### src/rtl/tsc_consts.svh
// Constants of the tile status and configuration register bank.
// Assumes it is included once per file by its bare name.
`ifndef TSC_CONSTS_SVH
`define TSC_CONSTS_SVH

`define TSC_REG_RAM_BASE 8'h00
`define TSC_REG_VEC_BASE 8'h01
`define TSC_REG_TILE_CTRL 8'h02
`define TSC_REG_BOOT_STATE 8'h03
`define TSC_REG_SECURITY 8'h05
`define TSC_REG_DBG_THREAD 8'h13
`define TSC_REG_DBG_REGNUM 8'h14
`define TSC_REG_DBG_CAUSE 8'h15

`define TSC_RES_TYPE_PS 8'h0B
`define TSC_NO_REPLY_LOW 8'hFF
`define TSC_CFG_DEST_LOW 16'hC20C

`define TSC_RAM_BASE_RESET 32'h00040000
`define TSC_RAM_BASE_MASK 32'hFFFFFFFC
`define TSC_VEC_BASE_MASK 32'hFFFC0000
`define TSC_TILE_CTRL_MASK 32'h03FFFF30
`define TSC_SECURITY_MASK 32'h80005FB1
`define TSC_DBG_THREAD_MASK 32'h000000FF
`define TSC_DBG_REGNUM_MASK 32'h0000001F
`define TSC_DBG_CAUSE_MASK 32'h0003FF07

`define TSC_SEC_LOCK_BIT 31
`define TSC_CTRL_DIV_EN_BIT 4
`define TSC_CTRL_DYN_BIT 5
`define TSC_CTRL_RGMII_EN_BIT 8
`define TSC_CTRL_TXDIV_LSB 9
`define TSC_CTRL_TXDLY_LSB 18

`define TSC_CAUSE_HOST 3'h1
`define TSC_CAUSE_DEBUG_CALL_INSTR 3'h2
`define TSC_CAUSE_IBRK 3'h3
`define TSC_CAUSE_DWATCH 3'h4
`define TSC_CAUSE_RWATCH 3'h5

`define TSC_MSG_RD 8'h01
`define TSC_MSG_WR 8'h02

`endif

### src/rtl/tsc_pkg.sv
// Types shared by the tile status and configuration register bank.
// Assumes the consts header holds all numeric constants.
package tsc_pkg;
  // Local core access from status-register instructions.
  typedef struct packed {
    logic valid;
    logic write;
    logic [15:0] res_id;
    logic [31:0] wdata;
  } tsc_ps_req_type;

  // One byte of an interconnect channel message, in or out.
  typedef struct packed {
    logic valid;
    logic last;
    logic [7:0] data;
  } tsc_byte_type;

  // Debug interrupt report from the core.
  typedef struct packed {
    logic valid;
    logic [2:0] cause;
    logic [7:0] thread;
    logic [3:0] unit_hits;
  } tsc_dbg_evt_type;

  typedef enum logic [1:0] {TSC_ACC_NONE, TSC_ACC_READ, TSC_ACC_WRITE} tsc_acc_type;
endpackage

### src/rtl/tsc_lowest_hit.sv
// Picks the lowest numbered unit among simultaneous breakpoint hits.
// Assumes hits are a plain one-cycle vector from the core.
`timescale 1ns/1ps
`default_nettype none
module tsc_lowest_hit
(
  input wire logic [3:0] hits,
  output logic [1:0] index
);
  // Priority from unit 0 upward so the lowest number wins.
  assign index = hits[0] ? 2'h0 : hits[1] ? 2'h1 : hits[2] ? 2'h2 : hits[3] ? 2'h3 : 2'h0;
endmodule
`default_nettype wire

### src/rtl/tsc_msg_rx.sv
// Collects an interconnect access message byte by byte.
// Assumes message: cmd, 3 return bytes, reg number, then 4 data bytes on writes.
`timescale 1ns/1ps
`default_nettype none
`include "tsc_consts.svh"
module tsc_msg_rx
  import tsc_pkg::*;
(
  input wire logic clk_sys,
  input wire logic reset,
  input wire tsc_pkg::tsc_byte_type rx_in,
  output logic done,
  output logic is_write,
  output logic [23:0] ret_dest,
  output logic [7:0] reg_num,
  output logic [31:0] wdata
);
  logic [3:0] cnt_r;
  logic [3:0] cnt_nxt;
  logic [71:0] shift_r;
  logic [71:0] shift_nxt;
  logic done_r;
  logic long_r;
  logic long_nxt;

  // Bytes arrive most significant first, so each new byte shifts in at the bottom.
  assign shift_nxt = rx_in.valid ? {shift_r[63:0], rx_in.data} : shift_r;
  assign cnt_nxt = (rx_in.valid && rx_in.last) ? 4'h0 : rx_in.valid ? cnt_r + 4'h1 : cnt_r;
  // The length is latched on the last byte, because the byte counter clears to zero on that same byte.
  assign long_nxt = (rx_in.valid && rx_in.last) ? (cnt_r > 4'h4) : long_r;

  // A message ends on its last byte; short writes are accepted as read length.
  always_ff @(posedge clk_sys)
  begin
    if (reset)
    begin
      cnt_r <= 4'h0;
      shift_r <= 72'h0;
      done_r <= 1'b0;
      long_r <= 1'b0;
    end
    else
    begin
      cnt_r <= cnt_nxt;
      shift_r <= shift_nxt;
      done_r <= rx_in.valid && rx_in.last;
      long_r <= long_nxt;
    end
  end

  // Latched length and command byte together decide where the fields sit in the shifted frame.
  assign is_write = long_r && (shift_r[71:64] == `TSC_MSG_WR);
  assign done = done_r;
  assign ret_dest = is_write ? shift_r[63:40] : shift_r[31:8];
  assign reg_num = is_write ? shift_r[39:32] : shift_r[7:0];
  assign wdata = shift_r[31:0];
endmodule
`default_nettype wire

### src/rtl/tsc_regs.sv
// Tile status and configuration register bank with local and interconnect access.
// Assumes one clock, synchronous reset, and a core that reports debug events.
//
// Contract
// Requests carry 24-bit response channel-end.
// Return low byte all ones suppresses reply.
// Multi-byte fields travel most significant first.
// Local resource id is register<<8 OR 0x0B.
// Requester targets tile id with C20C.
// RAM base resets 0x00040000, bits 1:0 read-only.
// Vector address joins base top and event vector.
// Control 25:18 holds transmit data delay.
// Control 17:9 sets transmit clock divider.
// Control bit 8 enables interface ports.
// Bits 4,5 enable and make dynamic divider.
// Boot status read-only, reports boot straps.
// Security register copies one-time-programmable word.
// Security bit 31 locks further writes.
// Security debug, sector lock, redundancy bits.
// Security boot override, JTAG blocking bits.
// Debug operands hold thread and register.
// Debug cause bits 2:0 encode source.
// Cause bits 17:16 lowest firing unit.
// Cause bits 15:8 thread, zero for host.
// Divider value comes from separate register.
// Reserved bits read zero, ignore writes.
`timescale 1ns/1ps
`default_nettype none
`include "tsc_consts.svh"
module tsc_regs
  import tsc_pkg::*;
(
  input wire logic clk_sys,
  input wire logic reset,
  input wire tsc_pkg::tsc_ps_req_type ps_req,
  output logic ps_rvalid,
  output logic [31:0] ps_rdata,
  input wire tsc_pkg::tsc_byte_type msg_in,
  output tsc_pkg::tsc_byte_type msg_out,
  output logic [23:0] reply_dest,
  input wire logic [31:0] otp_security_word,
  input wire logic otp_load,
  input wire logic [31:0] boot_state_in,
  input wire logic debug_mode,
  input wire tsc_pkg::tsc_dbg_evt_type dbg_evt,
  input wire logic [15:0] event_vector,
  input wire logic event_take,
  output logic [31:0] event_target,
  input wire logic all_threads_paused,
  input wire logic pll_clk_tick,
  input wire logic [15:0] clk_div_value,
  output logic tile_clk_divide,
  output logic rgmii_ports_enable,
  output logic [7:0] rgmii_tx_delay,
  output logic rgmii_tx_clk,
  output logic [31:0] security_flags
);
  import tsc_pkg::*;

  logic [31:0] ram_base_address_r;
  logic [31:0] vector_base_address_r;
  logic [31:0] tile_feature_control_r;
  logic [31:0] security_settings_r;
  logic [31:0] debug_read_thread_operand_r;
  logic [31:0] debug_read_reg_operand_r;
  logic [31:0] debug_irq_cause_r;
  logic ps_rvalid_r;
  logic [31:0] ps_rdata_r;
  logic [31:0] event_target_r;
  logic tile_clk_divide_r;
  logic [8:0] tx_cnt_r;
  logic tx_clk_r;
  logic [31:0] reply_word_r;
  logic [2:0] reply_cnt_r;
  logic [23:0] reply_dest_r;
  tsc_byte_type msg_out_r;
  tsc_acc_type acc;
  logic acc_write;
  logic [7:0] acc_reg;
  logic [31:0] acc_wdata;
  logic [31:0] acc_rdata;
  logic rx_done;
  logic rx_write;
  logic [23:0] rx_ret;
  logic [7:0] rx_reg;
  logic [31:0] rx_wdata;
  logic ps_hit;
  logic [1:0] hit_index;
  logic [31:0] cause_nxt;
  logic [8:0] tx_div;
  logic [8:0] tx_cnt_nxt;
  logic tx_clk_nxt;
  logic want_reply;

  // Byte collector for interconnect access messages.
  tsc_msg_rx u_rx
  (
    .clk_sys(clk_sys),
    .reset(reset),
    .rx_in(msg_in),
    .done(rx_done),
    .is_write(rx_write),
    .ret_dest(rx_ret),
    .reg_num(rx_reg),
    .wdata(rx_wdata)
  );

  // Lowest numbered breakpoint unit wins when several fire together.
  tsc_lowest_hit u_hit
  (
    .hits(dbg_evt.unit_hits),
    .index(hit_index)
  );

  // Local accesses must name the processor-status resource type in the low byte.
  assign ps_hit = ps_req.valid && (ps_req.res_id[7:0] == `TSC_RES_TYPE_PS);

  // Local core has priority; a message completing in the same cycle is dropped, so requesters must avoid it.
  assign acc = ps_hit ? (ps_req.write ? TSC_ACC_WRITE : TSC_ACC_READ)
             : rx_done ? (rx_write ? TSC_ACC_WRITE : TSC_ACC_READ) : TSC_ACC_NONE;
  assign acc_write = (acc == TSC_ACC_WRITE);
  assign acc_reg = ps_hit ? ps_req.res_id[15:8] : rx_reg;
  assign acc_wdata = ps_hit ? ps_req.wdata : rx_wdata;
  assign want_reply = rx_done && !ps_hit && (rx_ret[7:0] != `TSC_NO_REPLY_LOW);

  // Read multiplexer; reserved bits are held at zero by the write masks, and in boot state by a read mask.
  assign acc_rdata =
      (acc_reg == `TSC_REG_RAM_BASE) ? ram_base_address_r
    : (acc_reg == `TSC_REG_VEC_BASE) ? vector_base_address_r
    : (acc_reg == `TSC_REG_TILE_CTRL) ? tile_feature_control_r
    : (acc_reg == `TSC_REG_BOOT_STATE) ? (boot_state_in & 32'h00FF013F)
    : (acc_reg == `TSC_REG_SECURITY) ? security_settings_r
    : (acc_reg == `TSC_REG_DBG_THREAD) ? debug_read_thread_operand_r
    : (acc_reg == `TSC_REG_DBG_REGNUM) ? debug_read_reg_operand_r
    : (acc_reg == `TSC_REG_DBG_CAUSE) ? debug_irq_cause_r
    : 32'h00000000;

  // Hardware cause update; host causes carry no thread and no unit number.
  assign cause_nxt = {14'h0,
    ((dbg_evt.cause == `TSC_CAUSE_HOST) || (dbg_evt.cause == `TSC_CAUSE_DEBUG_CALL_INSTR)) ? 2'h0 : hit_index,
    (dbg_evt.cause == `TSC_CAUSE_HOST) ? 8'h00 : dbg_evt.thread,
    5'h00, dbg_evt.cause};

  // Plain writable registers; writes only land in their defined bits.
  always_ff @(posedge clk_sys)
  begin
    if (reset)
    begin
      ram_base_address_r <= `TSC_RAM_BASE_RESET;
      vector_base_address_r <= 32'h00000000;
      tile_feature_control_r <= 32'h00000000;
    end
    else if (acc_write && acc_reg == `TSC_REG_RAM_BASE)
      ram_base_address_r <= acc_wdata & `TSC_RAM_BASE_MASK;
    else if (acc_write && acc_reg == `TSC_REG_VEC_BASE)
      vector_base_address_r <= acc_wdata & `TSC_VEC_BASE_MASK;
    else if (acc_write && acc_reg == `TSC_REG_TILE_CTRL)
      tile_feature_control_r <= acc_wdata & `TSC_TILE_CTRL_MASK;
  end

  // Security copy: loaded from OTP, then writable only until the lock bit is set.
  always_ff @(posedge clk_sys)
  begin
    if (reset)
      security_settings_r <= 32'h00000000;
    else if (otp_load)
      security_settings_r <= otp_security_word & `TSC_SECURITY_MASK;
    else if (acc_write && acc_reg == `TSC_REG_SECURITY && !security_settings_r[`TSC_SEC_LOCK_BIT])
      security_settings_r <= acc_wdata & `TSC_SECURITY_MASK;
  end

  // Debug operands accept writes only while the core is in debug mode.
  always_ff @(posedge clk_sys)
  begin
    if (reset)
    begin
      debug_read_thread_operand_r <= 32'h00000000;
      debug_read_reg_operand_r <= 32'h00000000;
    end
    else if (acc_write && debug_mode && acc_reg == `TSC_REG_DBG_THREAD)
      debug_read_thread_operand_r <= acc_wdata & `TSC_DBG_THREAD_MASK;
    else if (acc_write && debug_mode && acc_reg == `TSC_REG_DBG_REGNUM)
      debug_read_reg_operand_r <= acc_wdata & `TSC_DBG_REGNUM_MASK;
  end

  // A fresh hardware cause wins over a software write in the same cycle.
  always_ff @(posedge clk_sys)
  begin
    if (reset)
      debug_irq_cause_r <= 32'h00000000;
    else if (dbg_evt.valid)
      debug_irq_cause_r <= cause_nxt;
    else if (acc_write && debug_mode && acc_reg == `TSC_REG_DBG_CAUSE)
      debug_irq_cause_r <= acc_wdata & `TSC_DBG_CAUSE_MASK;
  end

  // Local read answer one cycle after the request.
  always_ff @(posedge clk_sys)
  begin
    if (reset)
    begin
      ps_rvalid_r <= 1'b0;
      ps_rdata_r <= 32'h00000000;
    end
    else
    begin
      ps_rvalid_r <= ps_hit && !ps_req.write;
      ps_rdata_r <= (ps_hit && !ps_req.write) ? acc_rdata : ps_rdata_r;
    end
  end

  // Event address: upper half from the vector base, lower from the resource.
  always_ff @(posedge clk_sys)
  begin
    if (reset)
      event_target_r <= 32'h00000000;
    else if (event_take)
      event_target_r <= {vector_base_address_r[31:16], event_vector};
  end

  // Divider request; dynamic mode only divides while every active thread waits.
  always_ff @(posedge clk_sys)
  begin
    if (reset)
      tile_clk_divide_r <= 1'b0;
    else
      tile_clk_divide_r <= tile_feature_control_r[`TSC_CTRL_DIV_EN_BIT]
        && (clk_div_value != 16'h0000)
        && (!tile_feature_control_r[`TSC_CTRL_DYN_BIT] || all_threads_paused);
  end

  // Transmit clock counter runs on PLL ticks; high at the top value, low at half.
  assign tx_div = tile_feature_control_r[17:9];
  assign tx_cnt_nxt = (tx_cnt_r >= tx_div) ? 9'h000 : tx_cnt_r + 9'h001;
  assign tx_clk_nxt = (tx_cnt_r == tx_div) ? 1'b1 : (tx_cnt_r == (tx_div >> 1)) ? 1'b0 : tx_clk_r;

  always_ff @(posedge clk_sys)
  begin
    if (reset || !tile_feature_control_r[`TSC_CTRL_RGMII_EN_BIT])
    begin
      tx_cnt_r <= 9'h000;
      tx_clk_r <= 1'b0;
    end
    else if (pll_clk_tick)
    begin
      tx_cnt_r <= tx_cnt_nxt;
      tx_clk_r <= tx_clk_nxt;
    end
  end

  // Reply sender: four data bytes, most significant first, to the named channel-end.
  always_ff @(posedge clk_sys)
  begin
    if (reset)
    begin
      reply_cnt_r <= 3'h0;
      reply_word_r <= 32'h00000000;
      reply_dest_r <= 24'h000000;
      msg_out_r <= '0;
    end
    else if (want_reply && reply_cnt_r == 3'h0)
    begin
      reply_cnt_r <= 3'h4;
      reply_word_r <= rx_write ? 32'h00000000 : acc_rdata;
      reply_dest_r <= rx_ret;
      msg_out_r <= '0;
    end
    else if (reply_cnt_r != 3'h0)
    begin
      reply_cnt_r <= reply_cnt_r - 3'h1;
      reply_word_r <= {reply_word_r[23:0], 8'h00};
      msg_out_r <= {1'b1, reply_cnt_r == 3'h1, reply_word_r[31:24]};
    end
    else
      msg_out_r <= '0;
  end

  // Every output leaves straight from a flip-flop.
  assign ps_rvalid = ps_rvalid_r;
  assign ps_rdata = ps_rdata_r;
  assign msg_out = msg_out_r;
  assign reply_dest = reply_dest_r;
  assign event_target = event_target_r;
  assign tile_clk_divide = tile_clk_divide_r;
  assign rgmii_ports_enable = tile_feature_control_r[`TSC_CTRL_RGMII_EN_BIT];
  assign rgmii_tx_delay = tile_feature_control_r[25:18];
  assign rgmii_tx_clk = tx_clk_r;
  assign security_flags = security_settings_r;
endmodule
`default_nettype wire

### config.mk
export PLATFORM = sky130hd
export DESIGN_NAME = tsc_regs
export DESIGN_NICKNAME = d
export VERILOG_FILES = /design/src/rtl/tsc_pkg.sv /design/src/rtl/tsc_lowest_hit.sv /design/src/rtl/tsc_msg_rx.sv /design/src/rtl/tsc_regs.sv
export VERILOG_INCLUDE_DIRS = /design/src /design/src/rtl
export SDC_FILE = /design/constraint.sdc
export NUM_CORES = 1
export LEC_CHECK = 0
export BUFFER_PORTS_ARGS = -buffer_cell sky130_fd_sc_hd__buf_2
export CAP_MARGIN = 15
export CORE_UTILIZATION = 56
export CTS_BUF_LIST = sky130_fd_sc_hd__clkbuf_2 sky130_fd_sc_hd__clkbuf_4 sky130_fd_sc_hd__clkbuf_8
export DETAILED_ROUTE_END_ITERATION = 8
export HOLD_SLACK_MARGIN = 0.05
export PLACE_DENSITY_LB_ADDON = 0.08
export SLEW_MARGIN = 40
export SYNTH_ARGS = -nofsm -noshare
export SYNTH_HDL_FRONTEND = slang
export SYNTH_SLANG_ARGS = --single-unit
### constraint.sdc
create_clock -name clk_sys -period 3.31 [get_ports clk_sys]
set_clock_uncertainty 0.1 [all_clocks]
set_input_delay 0.1655 -clock clk_sys [delete_from_list [all_inputs] [get_ports clk_sys]]
set_output_delay 0.1655 -clock clk_sys [all_outputs]
set_load 0.02 [all_outputs]
==> results of run 1 <==
==> cell families after synthesis <==
kind of cell,after synthesis,synth area share
AND/OR/NAND/NOR,593,0.189
AO/OA/AOI/OAI,326,0.169
flip-flops,322,0.450
multiplexers,155,0.109
XOR/XNOR,17,0.0104
adder cells (fa/ha/maj),15,0.0131
other,1,0.000262
buffers and inverters,166,0.0586
==> per-stage QoR <==
stage	utilization	hold WS, ns	cells	total power [W]
after floorplan	-	0.207	1617	0.00533
after global placement	0.637	0.297	2131	0.00578
after detailed placement	0.637	0.308	2131	0.00582
after CTS	0.731	0.0504	2340	0.00970
after global routing	0.732	0.0737	2341	0.0101
final	0.732	0.0485	2341	0.00971
==> timing repair <==
action | CTS | global route
endpoints found under the hold margin | 157 | 2
hold buffers | 117 | 1
resized for setup | 0 | 9
setup endpoints to repair | 0 | 48
==> sequential cells by signal, summed over array words and instances (netlist names), 3 cells and up <==
name                         flops
msg_out                         10
reply_word_r                    32
event_target                    30
u_rx.cnt_r                       4
tx_cnt_r                         9
debug_read_thread_operand_r      8
u_rx.shift_r                    72
security_flags                  11
ram_base_address_r              30
tile_feature_control_r          20
vector_base_address_r           14
ps_rdata                        32
debug_irq_cause_r               13
reply_cnt_r                      3
reply_dest                      24
debug_read_reg_operand_r         5
==> critical path, cell delays in order (launching register included) <==
cell	delay (ns)
dfxtp_1	0.34
or4_4	0.62
o31a_1	0.33
or2_4	0.25
o32a_2	0.28
nor3_2	0.27
buf_4	0.21
a22o_1	0.27
a221oi_1	0.11
nor3_1	0.18
==> how the worst min path moves through the flow <==
stage,from,endpoint,slack (ns),cells past startpoint
after floorplan,otp_security_word[10],security_flags[10],0.21,2
after global placement,msg_in[0],u_rx.shift_r[0],0.30,3
after detailed placement,msg_in[3],u_rx.shift_r[3],0.31,3
after CTS,ps_req[9],ram_base_address_r[9],0.05,3
after global routing,ps_req[18],vector_base_address_r[18],0.07,3
final,ps_req[9],ram_base_address_r[9],0.05,3
==> routing by layer <==
metal,vias up,track usage,part of all wire
met4,0,0.128,0.033
li1,6430,-,-
met3,109,0.0511,0.068
met5,-,0,0
met2,574,0.560,0.47
met1,6404,0.441,0.43
==> area by class of cell <==
type                    count  area (µm²)
flip-flops and latches    322        6450
clock buffers              88        1100
clock inverters             4        73.8
inverters                  20        75.1
fillers                  1914        6720
well taps                 330         413
multi-input cells        1129        7180
repair buffers            448        3100
==> synthesized netlist by cell type (20+ instances only) <==
| cell | n | share of area |
|---|---|---|
| clkbuf_1 | 71 | 0.019 |
| buf_2 | 22 | 0.0077 |
| dfxtp_1 | 322 | 0.45 |
| a22o_1 | 21 | 0.013 |
| nor2_1 | 299 | 0.078 |
| nand4_1 | 20 | 0.0087 |
| nor3_1 | 48 | 0.017 |
| buf_4 | 34 | 0.018 |
| a21oi_1 | 69 | 0.024 |
| a211oi_1 | 78 | 0.041 |
| inv_1 | 20 | 0.0052 |
| nand2_1 | 125 | 0.033 |
| mux2i_1 | 143 | 0.10 |
| a311oi_1 | 26 | 0.016 |
==> power by group through the flow <==
stage               registers (W)  clock network, W  logic, W
detailed placement        0.00433                 0   0.00149
floorplan                 0.00437                 0  0.000958
global placement          0.00432                 0   0.00146
finish                    0.00425           0.00382   0.00163
CTS                       0.00424           0.00385   0.00160
global route              0.00427           0.00404   0.00178
==> summary.md, run 1 <==
| Metric | Value |
|---|---|
| Outcome | finished clean |
| Hold Crit Class | primary input to flip-flop |
| Ys async rst share | 0 |
| FP Rows | 58 |
| Post-synthesis area per instance | 8.98 µm² |
| I/O Buffers | 259 |
| Seq pwr share | 0.438 |
| Crit path from | u_rx.shift_r[66] |
| Post-synth top flop | dfxtp_1 |
| Max_cap viols | 0 |
| Startpoint types | flip-flop |
| Post-place setup slack | 0.0257 ns |
| Crit path DAT | 3.44 ns |
| Setup TNS | 0 ns |
| Clk network pwr share | 0.394 |
| Clock Pin Slew Worst Setup and Hold Paths | 0.06 ns |
| Vias | between 10,000 and 15,000 |
| DRC errors left | 0 |
| Switching Share | 0.278 |
| Total track usage | 0.337 |
| Combinational fraction of design power | 0.168 |
| Area after DPL | 16,000 µm² |
| Netlist cell types | 83 |
| H-tree depth | 2 |
| Antenna violations before repair | 0 |
| Via-to-Cell Ratio | 5.77 |
| FF-to-FF End | reply_word_r[27] |
| Antenna diodes | 0 |
| Req. time, crit path | 3.71 ns |
| Num ports | 321 |
| HPWL after detailed placement | 30,300 µm |
| P_int | 0.00701 W |
| Post-Syn Area | 14,300 µm² |
| Worst setup margin | 0.263 ns |
| CTS tree | yes |
| CTS Buf Count | 53 |
| RR Startpoint | u_rx.shift_r[66] |
| Sum of routed wire length over all layers | between 40,000 and 50,000 µm |
| Kind of critical path | flip-flop to flip-flop |
| Number of routed nets with antenna violations | 0 |
| EDFF count, synth | 0 |
| Clock Tree Buf Depth | 3 |
| CP max FO | 6 |
| Worst-Margin Slew | 0.857 ns |
| Most common cell after layout, fill and taps aside | dfxtp_1 |
| Yosys warning count | 0 |
| Pwr dens | 528 nW/µm² |
| Clk root buf | clkbuf_8 |
| Area Overhead vs Synth | 28.4% |
| Routability congestion estimate | 0.922 |
| Die X | 162 µm |
| Worst R2R Path Depth | 9 |
| Share of layout cells above drive strength 1 | 0.244 |
| Final Instance Area | ~18,000 µm² |
| Tmin final | between 3 and 4 ns |
| Leak | between 7 and 8 nW |
| Setup bufs post-CTS | 0 |
| Final Cycle Share | 0.920 |
| First-pass DRT Iterations | 5 |
| Slack of the worst reg-to-reg path | 0.26 ns |
| Die Span Y | 162 µm |
| DR WL/cell | 19.2 µm |
| Vias in the first global route | between 10,000 and 15,000 |
| Worst setup path endpoint | reply_word_r[27] |
| GRT Residual Overflow | 0 |
| Seq/Total Area, Yosys | 0.450 |
| Starting Density | 0.571 |
| Hold Fails Final Rpt | 0 |
| TritonCTS Sinks | 322 |
| Core ar. | 25,100 µm² |
| Peak VDD IR | 0.000415 V |
| F_max | around 330 MHz |
| Post-synthesis cell count | 1,595 |
| Commonest non-fill, non-tap cells in the layout | dfxtp_1 (322), nor2_1 (297), buf_2 (256) |
| Synth Register Bits | 322 |
| Die ar. | roughly 26,000 µm² |
| Crit. End Element | flip-flop |
| Rel. slew slack | 0.428 |
| Nets | roughly 2,200 |
| First-pass GRT wire length | 69,000 µm |
| P_sw | 0.00270 W |
| Slew Viols, Final | 0 |
| Clock latency on the worst-skew pair | 0.59 ns |
| RSZ-0062 raised after global routing | no |
| Pin count of the biggest net entering global routing | about 160 |
| Finish-stage setup viols | 0 |
| Violation count after the first detailed-route iteration | 1,181 |
Note: power is estimated with default switching activity, not from simulation.
==> run 2, diff against run 1 <==
- ABC_AREA: unset -> 1
==> run 2 against run 1 <==
Net effect:
- synthesized cell count increased by 21%
- highest routed layer unchanged
- critical path type unchanged
- total power shrank 0.63%
- design area decreased by 2.0%
- routed wire length up 3.9%
- setup slack worse by 0.13 ns
- final cell count increased by 13%
- critical endpoint is now debug_irq_cause_r[17]
- first-iteration DRC count rose by 25%
- register-to-register slack lost 0.13 ns
==> summary.md, run 2 <==
| Metric | Value |
|---|---|
| Largest register FFs | between 70 and 80 |
| Area after DPL | 15,600 µm² |
| I/O Buffers | between 200 and 300 |
| Final Cycle Share | 0.960 |
| Pwr Total | 0.00965 W |
| Crit path from | u_rx.shift_r[66] |
| Crit. End Element | flip-flop |
| Vias | 14,700 |
| Layout filler cell count | 2,113 |
| Worst setup margin | 0.133 ns |
| DRC errors left | 0 |
| Total track usage | 0.348 |
| CP max FO | 19 |
| Post-place setup slack | between 0.1 and 0.15 ns |
| Commonest cells in the netlist | nand2_1 (328), dfxtp_1 (322), o21ai_0 (278) |
| FP Rows | 58 |
| Core ar. | 25,100 µm² |
| Rel. slew slack | 0.457 |
| Seq/Total Area, Yosys | 0.450 |
| Die Span Y | ~160 µm |
| Worst Min Path Start | ps_req[4] |
| Max_cap viols | 0 |
| Post-synthesis area per instance | 7.44 µm² |
| Cell mode on critical path | nand2_2 |
| Crit path DAT | 3.56 ns |
| RR Startpoint | u_rx.shift_r[66] |
| Starting Density | 0.570 |
| Netlist cell types | 60 |
| Hold Crit Class | primary input to flip-flop |
| Pwr dens | ~540 nW/µm² |
| Top cells by area, synth | dfxtp_1 (45%), o21ai_0 (9.7%), nand2_1 (8.6%) |
| Biggest register | u_rx.shift_r |
| Yosys warning count | 0 |
| Final Util | 0.718 |
| Post-synth top flop | dfxtp_1 |
| Share of layout cells above drive strength 1 | 0.203 |
| DR WL/cell | roughly 18 µm |
| Number of cells on the worst hold path | 5 |
| Via-to-Cell Ratio | about 5.5 |
| Sum of routed wire length over all layers | between 40,000 and 50,000 µm |
| Slowest-stage cell, CP | dlygate4sd3_1 |
| Num ports | around 320 |
| Area Overhead vs Synth | 26.0% |
| Pin count of the biggest net entering global routing | 91 |
| Vias in the first global route | 13,700 |
| Setup TNS | 0 ns |
| Finish-stage setup viols | 0 |
| Worst-Margin Slew | around 0.8 ns |
| Post-synthesis cell count | 1,923 |
| Violation count after the first detailed-route iteration | 1,481 |
| Leak | 7.98 nW |
| CTS tree | yes |
| Ys async rst share | 0 |
| Area leader, netlist | dfxtp_1 |
| F_max | 315 MHz |
| Hold Fails Final Rpt | 0 |
| Number of routed nets with antenna violations | 0 |
| Synth Register Bits | about 320 |
| Peak VDD IR | 0.000393 V |
| Post-Syn Area | roughly 14,000 µm² |
| First-pass GRT wire length | 71,800 µm |
| Most common cell after layout, fill and taps aside | nand2_1 |
| HPWL after detailed placement | between 30,000 and 40,000 µm |
| Clk root buf | clkbuf_8 |
| Outcome | finished clean |
| Slowest Stage Delay on Critical Path | 0.61 ns |
| Startpoint types | flip-flop |
| Clock Pin Slew Worst Setup and Hold Paths | ~0.060 ns |
| Slew Viols, Final | 0 |
| Die X | 162 µm |
| Antenna violations before repair | 1 |
| Final Instance Area | 18,000 µm² |
| Routability congestion estimate | 0.959 |
| Clock Tree Buf Depth | 3 |
| Dominant cell by count in the synthesized netlist | nand2_1 |
| Die ar. | 26,200 µm² |
| Nets | around 2,500 |
| GRT Residual Overflow | 0 |
| H-tree depth | 2 |
| CTS Buf Count | 53 |
| First-pass DRT Iterations | 6 |
| Worst R2R Path Depth | 17 |
| Clock latency on the worst-skew pair | 0.59 ns |
| Commonest non-fill, non-tap cells in the layout | nand2_1 (328), dfxtp_1 (322), o21ai_0 (277) |
| EDFF count, synth | 0 |
| TritonCTS Sinks | 322 |
| Req. time, crit path | 3.69 ns |
| Top-area cell type share of the netlist area | 0.450 |
| RSZ-0062 raised after global routing | no |
| Kind of critical path | flip-flop to flip-flop |
| Worst path cell trace | inv_1 > nand2_1 > nor2_1 > nand3_4 > nand2_1 > nand3_1 > nand2_2 > nand2_4 > nor2_8 > nand2_2 > inv_4 > nand2_2 > nand2_8 > inv_2 > a211oi_1 > dlygate4sd3_1 > nor2_1 |
| Tmin final | 3.18 ns |
[run 2: changes by cell type after synthesis, moves of 20 or more]
cell      delta
nand2_2     +23
nand3_1     +41
inv_1      +123
nand2_1    +203
nor3_1      -39
a311oi_1    -23
o21ai_0    +259
a22o_1      -21
nor2_1      -72
mux2i_1    -143
a211oi_1    -75
a31oi_1     +21
o21ai_1     +20
a21oi_1    +119
[run 2: worst paths after layout]
path	endpoint	slack, ns
worst max-delay path	debug_irq_cause_r[17]	0.13
worst min-delay path	ram_base_address_r[4]	0.09
worst max register to register	debug_irq_cause_r[17]	0.13
worst min register to register	msg_out[1]	0.34
[run 2: routing by layer]
layer | share of wire | track usage | vias up
met2 | 0.45 | 0.566 | 747
li1 | - | - | 7051
met4 | 0.043 | 0.156 | 0
met5 | 0 | 0 | -
met1 | 0.42 | 0.446 | 6726
met3 | 0.085 | 0.0723 | 159
[run 2: worst max-delay path: cells and delay by family, from the launching register on]
kind	cells	cell delay (ns)
simple gates	12	1.52
flops	1	0.31
compound gates	1	0.22
buf+inv	4	0.94
[run 2: per-stage QoR]
step                cells  hold slack, ns
finish               2647          0.0923
global route         2647          0.0919
CTS                  2641          0.0693
detailed placement   2419           0.294
global placement     2419           0.286
floorplan            1945           0.200
[run 2: report_power, final]
| group | internal [W] | total (W) | switching [W] |
|---|---|---|---|
| clock | 0.00209 | 0.00366 | 0.00157 |
| combinational | 0.000583 | 0.00163 | 0.00105 |
| sequential | 0.00418 | 0.00435 | 0.000177 |
[run 2: kinds of logic (layout without fill, tap and decap cells)]
logic type	after synthesis	after routing	synth area share
DFF	322	322	0.450
buffers and inverters	300	671	0.0961
xor gates and xnor gates	10	10	0.00612
adders and majority gates	15	15	0.0131
and+or+nand+nor	694	694	0.211
AOI/OAI and AO/OA	581	581	0.223
other	1	24	0.000262
[run 2: final cells by class]
class                   instances  area, µm²  share of cell area
diodes                          1       2.50            0.000139
clock buffers                  88       1070              0.0592
clock inverters                 3       45.0             0.00250
inverters                     158        613              0.0340
multi-input cells            1323       6580               0.365
flip-flops and latches        322       6450               0.358
well taps                     330        413              0.0229
repair buffers                422       2860               0.159
[run 2: repair_timing]
| item | 4_1_cts | 5_1_grt |
|---|---|---|
| endpoints found under the setup margin | 0 | 13 |
| hold buffers | 131 | 0 |
| buffers inserted | 0 | 5 |
| hold endpoints to repair | 206 | 0 |
| gates resized for setup | 0 | 3 |
==> run 3, diff against run 2 <==
- CORE_MARGIN: unset -> 2
- SETUP_SLACK_MARGIN: unset -> 0.3
==> run 3 against run 2 <==
Net effect:
- maximum frequency is 10% higher
- sequential share of layout area up 0.25 points
- die area up 2.5%
- largest cell class unchanged
- highest routed layer unchanged
- sequential power hardly changed
==> summary.md, run 3 (synthesis results as in run 2) <==
| Metric | Value |
|---|---|
| Clock Tree Buf Depth | 3 |
| Worst R2R Path Depth | 13 |
| Die Span Y | 164 µm |
| Most common cell after layout, fill and taps aside | nand2_1 |
| Req. time, crit path | 3.71 ns |
| Finish-stage setup viols | 0 |
| Layout filler cell count | 2,149 |
| Pin count of the biggest net entering global routing | 90 |
| RR Startpoint | u_rx.shift_r[67] |
| DR WL/cell | between 15 and 20 µm |
| Crit path DAT | 3.28 ns |
| Crit. End Element | flip-flop |
| Nets | 2,460 |
| Commonest non-fill, non-tap cells in the layout | nand2_1 (327), dfxtp_1 (322), o21ai_0 (278) |
| I/O Buffers | 259 |
| CTS Buf Count | 52 |
| Clock latency on the worst-skew pair | 0.59 ns |
| CTS tree | yes |
| Share of layout cells above drive strength 1 | 0.207 |
| Startpoint types | flip-flop |
| Rel. slew slack | 0.457 |
| Worst-Margin Slew | 0.814 ns |
| Kind of critical path | flip-flop to flip-flop |
| First-pass GRT wire length | 71,200 µm |
| Worst Hold Slack | 0.0528 ns |
| Biggest register | u_rx.shift_r |
| Vias in the first global route | ~14,000 |
| Die X | between 150 and 200 µm |
| Violation count after the first detailed-route iteration | about 1,700 |
| Crit path from | u_rx.shift_r[67] |
| Outcome | finished clean |
| Wire length on met1 | 19,600 µm |
| Antenna diodes | 0 |
| Pwr dens | 534 nW/µm² |
| DR top layer | met4 |
| Sum of routed wire length over all layers | roughly 46,000 µm |
| Max_cap viols | 0 |
| FP Rows | 58 |
| TritonCTS Sinks | approximately 320 |
| Footprint of the multi-input gates | 6620 µm² |
| Clock Pin Slew Worst Setup and Hold Paths | 0.06 ns |
| Slack of the worst reg-to-reg path | 0.43 ns |
| DRC errors left | 0 |
| Setup TNS | 0 ns |
| Antenna violations before repair | 0 |
| Vias | roughly 15,000 |
| Leak | 7.93 nW |
| Worst setup path endpoint | ram_base_address_r[15] |
| Starting Density | 0.570 |
| Hold Fails Final Rpt | 0 |
| GRT Residual Overflow | 0 |
| Num ports | about 320 |
| CP max FO | 15 |
| Routability congestion estimate | around 0.93 |
| Largest register FFs | around 70 |
| Core ar. | 25,100 µm² |
| HPWL after detailed placement | 31,500 µm |
| Met2 Wirelength | 21,300 µm |
| Storage cell area | 6450 µm² |
| Tmin final | approximately 2.9 ns |
| Number of routed nets with antenna violations | 0 |
| Peak VDD IR | 0.000390 V |
| Hold Crit Class | primary input to flip-flop |
| Clk root buf | clkbuf_8 |
| Slew Viols, Final | 0 |
| H-tree depth | 2 |
| Met3 WL | 3640 µm |
| First-pass DRT Iterations | 5 |
| Total track usage | 0.336 |
| Die ar. | around 27,000 µm² |
| Via-to-Cell Ratio | 5.51 |
| F_max | 347 MHz |
| RSZ-0062 raised after global routing | no |
| Final Cycle Share | 0.870 |
| Area Overhead vs Synth | 25.1% |
| FF-to-FF End | ram_base_address_r[15] |
-- run 3: cell types whose count changed in the layout (fill, tap and decap cells not counted), sizes merged, moves of 2 or more --
cell,before,now
buf,291,295
clkinv,2,4
clkinvlp,3,0
dlygate4sd3,131,112
inv,155,159
nand3,59,61
-- run 3: worst max-delay path: stages, from the launching register on --
cell and delay, ns:
dfxtp_1 0.33, nor3_4 0.35, buf_4 0.23, nand3_1 0.10
nand3_1 0.11, o21ai_2 0.11, nor2_4 0.23, nand2_2 0.12
nor2_4 0.11, inv_2 0.12, nor2_4 0.31, buf_4 0.28
o21ai_0 0.10, a31oi_1 0.17
-- run 3: power by group --
group / internal (W) / switching (W) / total (W) / leakage (nW)
Sequential: 0.00417 / 0.000175 / 0.00435 / 2.63
Combinational: 0.000578 / 0.00106 / 0.00164 / 4.71
Clock: 0.00200 / 0.00158 / 0.00358 / 0.590
-- run 3: per-stage QoR --
step / setup WS, ns / std cells / util / cell area, µm² / power, W
2_1_floorplan: 1.05 / 1945 / - / 14400 / 0.00543
3_3_place_gp: 0.253 / 2420 / 0.620 / 15600 / 0.00588
3_5_place_dp: 0.190 / 2420 / 0.620 / 15600 / 0.00590
4_1_cts: 0.296 / 2624 / 0.708 / 17800 / 0.00954
5_1_grt: 0.317 / 2634 / 0.713 / 17900 / 0.00995
6_report: 0.431 / 2634 / 0.713 / 17900 / 0.00956
-- run 3: layout make-up --
class,instances,share of cell area
repair buffers,407,0.152
flip-flops and latches,322,0.360
clock buffers,87,0.0588
multi-input cells,1325,0.370
clock inverters,5,0.00210
well taps,330,0.0231
inverters,158,0.0346
-- run 3: routing by layer --
layer / track usage / vias to the layer above
met5: 0 / -
met4: 0.124 / 0
met3: 0.0467 / 114
met2: 0.553 / 674
met1: 0.450 / 6702
li1: - / 7025
-- run 3: worst min path at each step --
stage	endpoint	cells past startpoint	from
floorplan	u_rx.shift_r[7]	2	msg_in[7]
global route	u_rx.shift_r[8]	4	reset
CTS	debug_irq_cause_r[11]	4	dbg_evt[15]
finish	u_rx.shift_r[8]	4	reset
global placement	event_target[2]	3	event_vector[2]
detailed placement	event_target[1]	3	event_vector[1]
-- run 3: timing repair --
action,CTS,global route
endpoints found under the setup margin,1,104
endpoints found under the hold margin,180,0
hold buffers,112,0
buffers inserted,0,8
gates cloned,0,2
pin swaps,0,5
resized for setup,0,12
